--- src/rtl/spifc_defs.vh ---
`ifndef SPIFC_DEFS_VH
`define SPIFC_DEFS_VH

// Register byte addresses (word aligned)
`define SPIFC_ADDR_MODE 4'h0
`define SPIFC_ADDR_FMT 4'h4
`define SPIFC_ADDR_DATA 4'h8
`define SPIFC_ADDR_I2C 4'hC

// Mode control fields
`define SPIFC_MODE_ICF 0
`define SPIFC_MODE_EN 1
`define SPIFC_MODE_UMD 4
`define SPIFC_MODE_SIM_LO 5
`define SPIFC_MODE_RESET 8'hE0

// Format control fields
`define SPIFC_FMT_TRF 0
`define SPIFC_FMT_WRITE_COLLISION_FLAG 1
`define SPIFC_FMT_SELECT_PIN_ENABLE 2
`define SPIFC_FMT_MLS 3
`define SPIFC_FMT_CAPTURE_EDGE_SELECT 4
`define SPIFC_FMT_CKPOL 5
`define SPIFC_FMT_RESET 8'h00

// Operating mode codes
`define SPIFC_SIM_SLAVE 3'h5
`define SPIFC_SIM_I2C 3'h6

// I2C control/flag register fields
`define SPIFC_I2C_HTX 0
`define SPIFC_I2C_I2C_ACK_SEND_CONTROL 1
`define SPIFC_I2C_FLAGS_LO 2
`define SPIFC_I2C_FLAG_RESET 5'h00

// Master divider reload; SCK half period is one clock longer
`define SPIFC_HALF_PERIOD 8'h04

`endif

--- src/rtl/spifc_shifter.v ---
`timescale 1ns/1ps
`default_nettype none
module spifc_shifter (
  input wire clock_in,
  input wire arst_n_in,
  input wire load_in,
  input wire [7:0] load_data_in,
  input wire msb_first_in,
  input wire capture_in,
  input wire launch_in,
  input wire sdi_in,
  output reg sdo_out,
  output reg [7:0] data_out
);
  reg [7:0] sh_reg;
  always @(posedge clock_in or negedge arst_n_in) begin
    if (!arst_n_in) begin
      sh_reg <= 8'h00;
      sdo_out <= 1'b0;
      data_out <= 8'h00;
    end else if (load_in) begin
      sh_reg <= load_data_in;
      sdo_out <= msb_first_in ? load_data_in[7] : load_data_in[0];
    end else begin
      // Shift on capture, present on launch: works whichever edge comes first
      if (capture_in) begin
        if (msb_first_in) begin
          sh_reg <= {sh_reg[6:0], sdi_in};
          data_out <= {sh_reg[6:0], sdi_in};
        end else begin
          sh_reg <= {sdi_in, sh_reg[7:1]};
          data_out <= {sdi_in, sh_reg[7:1]};
        end
      end
      if (launch_in) begin
        sdo_out <= msb_first_in ? sh_reg[7] : sh_reg[0];
      end
    end
  end
endmodule // spifc_shifter
`default_nettype wire

--- src/rtl/spifc_sync.v ---
`timescale 1ns/1ps
`default_nettype none
module spifc_sync (
  input wire clock_in,
  input wire arst_n_in,
  input wire async_in,
  output reg level_out
);
  reg s1_reg;
  reg s2_reg;
  reg s3_reg;
  always @(posedge clock_in or negedge arst_n_in) begin
    if (!arst_n_in) begin
      s1_reg <= 1'b0;
      s2_reg <= 1'b0;
      s3_reg <= 1'b0;
      level_out <= 1'b0;
    end else begin
      s1_reg <= async_in;
      s2_reg <= s1_reg;
      s3_reg <= s2_reg;
      // Change counts only once two stages agree
      if (s2_reg == s3_reg) begin
        level_out <= s3_reg;
      end
    end
  end
endmodule // spifc_sync
`default_nettype wire

--- src/rtl/spifc_top.v ---
// Notes on behaviour
// - Enable low releases SCK, SDO and select pins; logic idles.
// - Enable rising keeps all SPI control register contents.
// - In I2C mode enable rising clears status flags, keeps control bits.
// - Incomplete flag at mode bit 0, active only as SPI slave.
// - Slave select rising mid-transfer sets incomplete and done together.
// - Incomplete condition raises serial interrupt when enabled.
// - Software writing 1 to incomplete flag does not set done.
// - Format bits 7 and 6 are plain read/write storage, reset zero.
// - Clock polarity 0 idles SCK high, 1 idles it low.
// - Polarity 0: edge bit 0 captures on rise, 1 on fall.
// - Polarity 1: edge bit 0 captures on fall, 1 on rise.
// - Shift order 0 is LSB first, 1 is MSB first.
// - Format control register resets to all zero.
// - Select pin used only when select enable is set.
// - Data write during transfer ignored, sets collision flag.
// - Done flag set by hardware, cleared only by software.
// - Master: data write starts transfer; slave follows external clock.
//
// Chosen here: register access over Avalon-MM and the register addresses.
`timescale 1ns/1ps
`default_nettype none
`include "spifc_defs.vh"
module spifc_top (
  input wire clock_in,
  input wire arst_n_in,
  input wire [3:0] avs_address_in,
  input wire avs_read_in,
  input wire avs_write_in,
  input wire [31:0] avs_writedata_in,
  output reg [31:0] avs_readdata_out,
  output reg avs_waitrequest_out,
  input wire sck_in,
  output reg sck_out,
  output reg sck_oe_out,
  input wire sdi_in,
  output reg sdo_out,
  output reg sdo_oe_out,
  input wire select_n_in,
  output reg select_n_out,
  output reg select_oe_out,
  input wire i2c_done_evt_in,
  output reg irq_out
);
  reg [7:0] mode_reg;
  reg [7:0] fmt_reg;
  reg [4:0] i2c_flags_reg;
  reg [1:0] i2c_ctl_reg;
  reg en_d_reg;
  reg busy_reg;
  reg [3:0] edges_reg;
  reg [7:0] div_reg;
  reg sck_int_reg;
  reg sck_s_d_reg;
  reg ack_pending_reg;
  wire sck_s;
  wire sel_s;
  wire shift_sdo;
  wire [7:0] shift_data;
  wire en = mode_reg[`SPIFC_MODE_EN];
  wire [2:0] sim = mode_reg[7:`SPIFC_MODE_SIM_LO];
  wire spi_mode = ~mode_reg[`SPIFC_MODE_UMD] && (sim < `SPIFC_SIM_SLAVE);
  wire slave_mode = ~mode_reg[`SPIFC_MODE_UMD] && (sim == `SPIFC_SIM_SLAVE);
  wire i2c_mode = ~mode_reg[`SPIFC_MODE_UMD] && (sim == `SPIFC_SIM_I2C);
  wire ckpol = fmt_reg[`SPIFC_FMT_CKPOL];
  wire capture_edge_select = fmt_reg[`SPIFC_FMT_CAPTURE_EDGE_SELECT];
  wire select_pin_enable = fmt_reg[`SPIFC_FMT_SELECT_PIN_ENABLE];
  // Capture on rise when polarity equals edge select
  wire cap_on_rise = (ckpol == capture_edge_select);
  wire acc = avs_read_in | avs_write_in;
  wire wr_hit = avs_write_in & ack_pending_reg;
  wire rd_hit = avs_read_in & ack_pending_reg;
  wire wr_mode = wr_hit && (avs_address_in == `SPIFC_ADDR_MODE);
  wire wr_fmt = wr_hit && (avs_address_in == `SPIFC_ADDR_FMT);
  wire wr_data = wr_hit && (avs_address_in == `SPIFC_ADDR_DATA);
  wire wr_i2c = wr_hit && (avs_address_in == `SPIFC_ADDR_I2C);
  wire slave_sel = ~select_pin_enable | ~sel_s;
  wire slave_act = en & slave_mode & slave_sel;
  // Slave edge detection on synchronised SCK
  wire s_rise = sck_s & ~sck_s_d_reg;
  wire s_fall = ~sck_s & sck_s_d_reg;
  wire m_tick = en & spi_mode & busy_reg & (div_reg == 8'h00);
  wire m_rise = m_tick & ~sck_int_reg;
  wire m_fall = m_tick & sck_int_reg;
  wire any_rise = slave_act ? s_rise : m_rise;
  wire any_fall = slave_act ? s_fall : m_fall;
  wire cap = cap_on_rise ? any_rise : any_fall;
  wire lau = cap_on_rise ? any_fall : any_rise;
  wire bit_done = cap & busy_reg;
  // Master ends on the edge back to idle, so the last clock pulse is never cut
  wire m_back = m_tick & (sck_int_reg == ckpol);
  wire m_end = m_back & ((edges_reg == 4'h8) | (cap & (edges_reg == 4'h7)));
  wire s_end = bit_done & (edges_reg == 4'h7);
  wire last_bit = slave_act ? s_end : m_end;
  wire start_ok = wr_data & en & ~busy_reg & (spi_mode | slave_mode);
  // Slave released mid-byte
  wire incomplete = en & slave_mode & select_pin_enable & sel_s & busy_reg & (edges_reg != 4'h0);
  wire en_rise = en & ~en_d_reg;

  spifc_sync u_sync_sck (
    .clock_in(clock_in),
    .arst_n_in(arst_n_in),
    .async_in(sck_in),
    .level_out(sck_s)
  );

  spifc_sync u_sync_sel (
    .clock_in(clock_in),
    .arst_n_in(arst_n_in),
    .async_in(select_n_in),
    .level_out(sel_s)
  );

  spifc_shifter u_shift (
    .clock_in(clock_in),
    .arst_n_in(arst_n_in),
    .load_in(start_ok),
    .load_data_in(avs_writedata_in[7:0]),
    .msb_first_in(fmt_reg[`SPIFC_FMT_MLS]),
    .capture_in(bit_done),
    .launch_in(lau & busy_reg),
    .sdi_in(sdi_in),
    .sdo_out(shift_sdo),
    .data_out(shift_data)
  );

  // Bus slave: one wait cycle, then answer
  always @(posedge clock_in or negedge arst_n_in) begin
    if (!arst_n_in) begin
      ack_pending_reg <= 1'b0;
      avs_waitrequest_out <= 1'b1;
      avs_readdata_out <= 32'h00000000;
    end else begin
      ack_pending_reg <= acc & ~ack_pending_reg;
      avs_waitrequest_out <= ~(acc & ~ack_pending_reg);
      if (acc & ~ack_pending_reg & avs_read_in) begin
        case (avs_address_in)
          `SPIFC_ADDR_MODE: avs_readdata_out <= {24'h000000, mode_reg};
          `SPIFC_ADDR_FMT: avs_readdata_out <= {24'h000000, fmt_reg};
          `SPIFC_ADDR_DATA: avs_readdata_out <= {24'h000000, shift_data};
          `SPIFC_ADDR_I2C: avs_readdata_out <= {25'h0000000, i2c_flags_reg, i2c_ctl_reg};
          default: avs_readdata_out <= 32'h00000000;
        endcase
      end
    end
  end

  // Control registers and flags
  always @(posedge clock_in or negedge arst_n_in) begin
    if (!arst_n_in) begin
      mode_reg <= `SPIFC_MODE_RESET;
      fmt_reg <= `SPIFC_FMT_RESET;
      i2c_flags_reg <= `SPIFC_I2C_FLAG_RESET;
      i2c_ctl_reg <= 2'h0;
      en_d_reg <= 1'b0;
    end else begin
      en_d_reg <= en;
      if (wr_mode) begin
        mode_reg <= avs_writedata_in[7:0];
      end
      if (incomplete | ~slave_mode) begin
        mode_reg[`SPIFC_MODE_ICF] <= incomplete ? 1'b1 : 1'b0;
      end
      if (wr_fmt) begin
        fmt_reg <= avs_writedata_in[7:0];
      end
      if (wr_data & busy_reg) begin
        fmt_reg[`SPIFC_FMT_WRITE_COLLISION_FLAG] <= 1'b1;
      end
      if (last_bit | incomplete) begin
        fmt_reg[`SPIFC_FMT_TRF] <= 1'b1;
      end
      if (wr_i2c) begin
        i2c_ctl_reg <= avs_writedata_in[1:0];
        i2c_flags_reg <= avs_writedata_in[6:2];
      end
      if (i2c_mode & i2c_done_evt_in) begin
        i2c_flags_reg[0] <= 1'b1;
      end
      if (i2c_mode & en_rise) begin
        i2c_flags_reg <= `SPIFC_I2C_FLAG_RESET;
      end
    end
  end

  // Transfer engine; enable rise leaves control untouched
  always @(posedge clock_in or negedge arst_n_in) begin
    if (!arst_n_in) begin
      busy_reg <= 1'b0;
      edges_reg <= 4'h0;
      div_reg <= 8'h00;
      // Idle high as the reset format asks, so no false edge after reset
      sck_int_reg <= 1'b1;
      sck_s_d_reg <= 1'b0;
    end else begin
      sck_s_d_reg <= sck_s;
      if (~en) begin
        busy_reg <= 1'b0;
        edges_reg <= 4'h0;
        sck_int_reg <= ~ckpol;
      end else if (start_ok) begin
        busy_reg <= 1'b1;
        edges_reg <= 4'h0;
        div_reg <= `SPIFC_HALF_PERIOD;
        sck_int_reg <= ~ckpol;
      end else if (incomplete | last_bit) begin
        busy_reg <= 1'b0;
        edges_reg <= 4'h0;
        sck_int_reg <= ~ckpol;
      end else begin
        if (bit_done) begin
          edges_reg <= edges_reg + 4'h1;
        end
        if (~busy_reg) begin
          sck_int_reg <= ~ckpol;
        end else if (spi_mode) begin
          div_reg <= (div_reg == 8'h00) ? `SPIFC_HALF_PERIOD : div_reg - 8'h01;
          if (m_tick) begin
            sck_int_reg <= ~sck_int_reg;
          end
        end
      end
    end
  end

  // Pin drivers
  always @(posedge clock_in or negedge arst_n_in) begin
    if (!arst_n_in) begin
      sck_out <= 1'b1;
      sck_oe_out <= 1'b0;
      sdo_out <= 1'b0;
      sdo_oe_out <= 1'b0;
      select_n_out <= 1'b1;
      select_oe_out <= 1'b0;
      irq_out <= 1'b0;
    end else begin
      sck_out <= sck_int_reg;
      sck_oe_out <= en & spi_mode;
      sdo_out <= shift_sdo;
      sdo_oe_out <= en & (spi_mode | slave_act);
      select_n_out <= ~busy_reg;
      select_oe_out <= en & spi_mode & select_pin_enable;
      irq_out <= (last_bit | incomplete) & mode_reg[`SPIFC_MODE_EN];
    end
  end
endmodule // spifc_top
`default_nettype wire

--- config.mk ---
export PLATFORM = sky130hd
export DESIGN_NAME = spifc_top
export DESIGN_NICKNAME = d
export VERILOG_FILES = /design/src/rtl/spifc_shifter.v /design/src/rtl/spifc_sync.v /design/src/rtl/spifc_top.v
export VERILOG_INCLUDE_DIRS = /design/src /design/src/rtl
export SDC_FILE = /design/constraint.sdc
export NUM_CORES = 1
export LEC_CHECK = 0
export BUFFER_PORTS_ARGS = -buffer_cell sky130_fd_sc_hd__buf_2
export CORE_ASPECT_RATIO = 1.5
export CORE_MARGIN = 2
export CORE_UTILIZATION = 55
export DETAILED_ROUTE_END_ITERATION = 6
export PLACE_DENSITY_LB_ADDON = 0.12
export SETUP_SLACK_MARGIN = 0.1
export SYNTH_ARGS = -nofsm -noshare
export SYNTH_HDL_FRONTEND = slang
export SYNTH_SLANG_ARGS = --single-unit
--- constraint.sdc ---
create_clock -name clock_in -period 3.2 [get_ports clock_in]
set_input_delay 0.16 -clock clock_in [delete_from_list [all_inputs] [get_ports clock_in]]
set_output_delay 0.16 -clock clock_in [all_outputs]
set_load 0.02 [all_outputs]
# Yosys cells after proc, flatten, opt, wreduce, memory -nomap -nowiden
# Cells that the tools add are included.
[classes]
add_sub_neg = 2
n_lt_le_gt_ge = 1
eq_ne = 16
mux = 40
bitwise_logic = 52
reduce_logical = 22
[op_table]
columns = ["operator", "n"]
rows = [
  ["$mux 8", 8],
  ["$and 1x1->1", 32],
  ["$pmux 8 s4", 1],
  ["$mux 1", 24],
  ["$mux 4", 4],
  ["$reduce_bool 2->1", 8],
  ["$not 1->1", 13],
  ["$eq 4x4->1 const B", 3],
  ["$mux 5", 2],
  ["$ne 5x2->1 const B", 2],
  ["$eq 4x3->1 const B", 2],
  ["$logic_not 8->1", 1],
  ["$sub 8x1->8 const B", 1],
  ["$logic_and 1x1->1", 7],
  ["$or 1x1->1", 7],
  ["$eq 3x3->1 const B", 2],
  ["$add 4x1->4 const B", 1],
  ["$eq 1x1->1", 4],
  ["$logic_not 4->1", 1],
  ["$ne 4x1->1 const B", 1],
  ["$reduce_and 2->1", 2],
  ["$reduce_and 4->1", 1],
  ["$reduce_bool 4->1", 1],
  ["$lt 3x3->1 const B", 1],
  ["4 further kinds", 4],
]
[word_totals]
regBits = 105
input_bits = 44
out_inout_bits = 40
elab_cells = 168

# Longest topological paths before layout
[logic_depth]
depth_word = 16
depth_mapped = 8
mapped_depth_nobuf = 7

# Modules after synthesis
# From an unflattened synthesis, not the netlist that was laid out.
[unflattened]
cells_unflattened = 354
area_unflattened_um2 = 4021.4
[modules_own_cells]
columns = ["module", "n_inst", "cells_per_inst", "area_each_um2"]
rows = [
  ["spifc_top", 1, 266, 2975.4],
  ["spifc_shifter", 1, 78, 823.3],
  ["spifc_sync", 2, 5, 111.4],
]

# Worst setup path after synthesis
# No wires, ideal clock.
[synth_timing]
path_kind = "flip-flop to flip-flop"
start = "reg div_reg[0]"
end = "reg div_reg[1]"
setup_ps = 120
arrival_ps = 2115
path_slack_ps = 965
path_stages_with_launch = 8
synth_period_minus_slack_ps = 2235
path_cell_list = "dfrtp_1 inv_1 ha_1 or4b_1 or3_1 o31ai_1 nor3b_1 a31o_2"
[synth_between]
elab_chain_len = 12
elab_cells_between_ends = 23
classes_between = "add/sub: 1; eq/ne: 1; mux: 9; bitwise: 10; reduce/logical: 2"
[synth_rtl]
columns = ["element", "line", "text"]
rows = [
  ["start: declaration", "spifc_top.v:52", "reg [7:0] div_reg;"],
  ["start signal: assignment", "spifc_top.v:204", "div_reg <= `SPIFC_HALF_PERIOD;"],
  ["start signal: assignment", "spifc_top.v:217", "div_reg <= (div_reg == 8'h00) ? `SPIFC_HALF_PERIOD : div_reg - 8'h01;"],
  ["$logic_not 8->1", "spifc_top.v:82, spifc_top.v:217", ""],
  ["$and 1x1->1", "spifc_top.v:82", "wire m_tick = en & spi_mode & busy_reg & (div_reg == 8'h00);"],
  ["$and 1x1->1 (on tied branches)", "spifc_top.v:84, spifc_top.v:83", ""],
  ["$mux 1 (on tied branches)", "spifc_top.v:86, spifc_top.v:85", ""],
  ["$mux 1", "spifc_top.v:87", "wire cap = cap_on_rise ? any_rise : any_fall;"],
  ["$and 1x1->1", "spifc_top.v:92", "wire m_end = m_back & ((edges_reg == 4'h8) | (cap & (edges_reg == 4'h7)));"],
  ["$or 1x1->1", "spifc_top.v:92", ""],
  ["$and 1x1->1", "spifc_top.v:92", ""],
  ["$mux 1", "spifc_top.v:94", "wire last_bit = slave_act ? s_end : m_end;"],
  ["$or 1x1->1", "spifc_top.v:206", "end else if (incomplete | last_bit) begin"],
  ["$ne 2x2->1 (no source line)", "n/a", ""],
  ["$reduce_and 4->1 (no source line)", "n/a", ""],
]
# Parallel ways exist; a longest one is shown, timed or not. The select of a mux whose other input is x is not followed.
# A chain may end at the register's enable or synchronous reset.

# Worst setup path after layout
# Ends and elaborated chain as after synthesis.

==> metrics.cfg <==
[finish]
nNetsFinal=452
area_growth_pct=9.213
stdcell_count=510
multi_input_area_um2=1837
fin_area_um2=4479
fill_cells=634
fin_util_pct=61.98
drive_gt1_share_pct=22.20
seqCellArea_um2=2036
num_antenna_cells=0

[critical_path]
worstPathCellList=inv_1 -> ha_1 -> or4b_1 -> or3_1 -> o31ai_1 -> nor3b_1 -> a31o_2
crit_type=reg -> reg
start_kind=register
slowest_stage=o31ai_1
cp-end-kind=register
worstPathRequired_ps=3440
cp_max_fo=6
crit_arrival_ps=2770
slowest_delay_ps=510

[placed_design]
portBuffers=35
gp_congestion=0.8974
dpl_cell_area_um2=4235
placed_cells=492
place_ws_ps=692.6
hpwl_um=6621

[synthesis]
synth_cell_types=64
synth-edff-count=0
synth_top_area_share_pct=45.15
syn_area_um2=4101
ys_warn_count=0
avgSynthCellArea_um2=11.08
synthCells=370
synthTopCellsByArea=dfrtp_1, mux2i_1, buf_4
async_flop_share_pct=100.0
ys_seq_area_share_pct=49.63
ys_ff_latch=81
ys.flop_type=dfrtp_1
synth.largest_area_cell=dfrtp_1

[run]
max_cap_viol_count=0

[clock_tree]
cts_sinks=81
clock_latency_ps=350
htreeDepth=3
clk_path_buf_depth=2
clk_pin_slew_worst_paths_ps=80
cts_made_buffers=9
cts_root_buf=clkbuf_8
cts_tree=yes

[routing]
dr.first_iter.drc_count=275
routed_wl_um=9207
vias_per_cell=5.798
first_pass_iters=4
ant_nets=0
dr_total_vias=2957
drc=0
wl_per_cell_um=18.05

[floorplan]
num_io_pins=84
die_h_um=109.8
num_rows=38
initial_core_util_pct=56.75
core_area_um2=7227
die_width_um=74.51
dieArea_um2=8178

[timing]
relSlewSlack_pct=32.21
min_period_ps=2524
rsz0062_at_grt=no
tightest_slew_ps=1017
final_max_slew_viol_count=0
finalHoldViolations=22
setup_slack_ps=675.8
fmax_mhz=396.2
fin_crit_sh_pct=78.88
final.setup.tns_ps=0
clock_skew_ps=6.941
finalSetupViolations=0
hold_ws_ps=-21.96

[global_route]
grt_pass1_vias=2838
grt_overflow=0
grt_max_degree=82
grt_use_total_pct=24.64
grt_antenna_before_repair=0
grt_pass1_wl_um=14810

[min_path]
hold_class=in -> async

[pwr]
power.total_mw=2.808
powerDensity_nw_per_um2=627.0
leakagePower_nw=2.036
peakVddDrop_uv=525.2

[run_status]
status=finished with violations
violations=hold timing

## repair_timing
action,CTS,global route
setup buffers,0,0
hold buffers,2,0
endpoints found under the hold margin,2,0
resized for setup,0,0
## power breakdown
part           internal (mW)  leakage (nW)  switching, mW  total [mW]
Clock                  0.482         0.114          0.358       0.840
Combinational          0.262         0.892          0.322       0.585
Sequential              1.21          1.03          0.174        1.38
Total                   1.95          2.04          0.854        2.81
## area by class of cell
type                       instances  share of cell area [%]
clock buffer                      13                   3.547
clock inverter                     3                   1.453
inverter                           8                  0.6704
multi-input combinational        264                   41.01
sequential                        81                   45.45
tap                              100                   2.793
timing repair buffer              41                   5.084
## layer usage
metal | track usage (%) | vias to the layer above | share of wire (%)
met2 | 41.09 | 87 | 53
met5 | 0 | - | 0
met4 | 9.694 | 0 | 2.9
met3 | 4.950 | 18 | 3.9
li1 | - | 1378 | -
met1 | 31.12 | 1474 | 40
## path summary, 6_finish.rpt
check / cells past startpoint / from / end / slack, ps
hold / removal: 1 / arst_n_in / sck_oe_out / -20
setup / recovery: 7 / div_reg[0] / div_reg[1] / 680
setup reg to reg: 7 / div_reg[0] / div_reg[1] / 680
hold reg to reg: 0 / u_sync_sel.s1_reg / u_sync_sel.s2_reg / 350
max in group asynchronous: 1 / arst_n_in / div_reg[3] / 2560
min in group clock_in: 3 / i2c_done_evt_in / i2c_flags_reg[0] / 50
## synth_stat cells (all sizes together) (2+ instances only)
cell / instances
a21o: 7
a21oi: 15
a221o: 7
a221oi: 7
and2: 3
and2b: 2
and3: 4
buf: 32
clkbuf: 8
dfrtp: 74
dfstp: 7
ha: 3
inv: 8
maj3: 2
mux2: 17
mux2i: 22
nand2: 30
nand2b: 3
nand3: 10
nand3b: 3
nor2: 14
nor3: 13
nor3b: 3
nor4: 2
nor4b: 4
o2111ai: 2
o21a: 2
o21ai: 24
o22ai: 2
o31ai: 3
or2: 2
or3: 5
or4: 3
xor2: 3
## critical path, delay by kind of cell, from the launching register on
kind                     cells  cell delay (ps)
AO/OA/AOI/OAI                2              740
adder cells (fa/ha/maj)      1              250
buffers and inverters        1               70
flip-flops                   1              410
AND/OR/NAND/NOR              3              960
## cell families after synthesis
logic type	Yosys count	share of synthesized area, %
buffers and inverters	48	7.840
multiplexers	40	10.59
adder cells (fa/ha/maj)	5	1.403
flip-flops	81	49.63
AND/OR/NAND/NOR	109	14.77
AO/OA/AOI/OAI	81	14.22
other	1	0.09143
XOR/XNOR	5	1.464
## cells in the final DEF, fill, tap and decap left out, types with 4 or more instances in the layout
cell type / n
a221o_1: 7
inv_1: 8
dfrtp_1: 74
dfstp_2: 7
a21oi_1: 15
mux2_2: 17
a221oi_1: 7
a21o_1: 7
and3_1: 4
nor3_1: 13
nand2_1: 30
mux2i_1: 22
buf_2: 34
nand3_1: 10
nor2_1: 14
conb_1: 24
clkbuf_8: 11
or3_1: 5
o21ai_0: 24
buf_4: 5
Note: power is estimated with default switching activity, not from simulation.
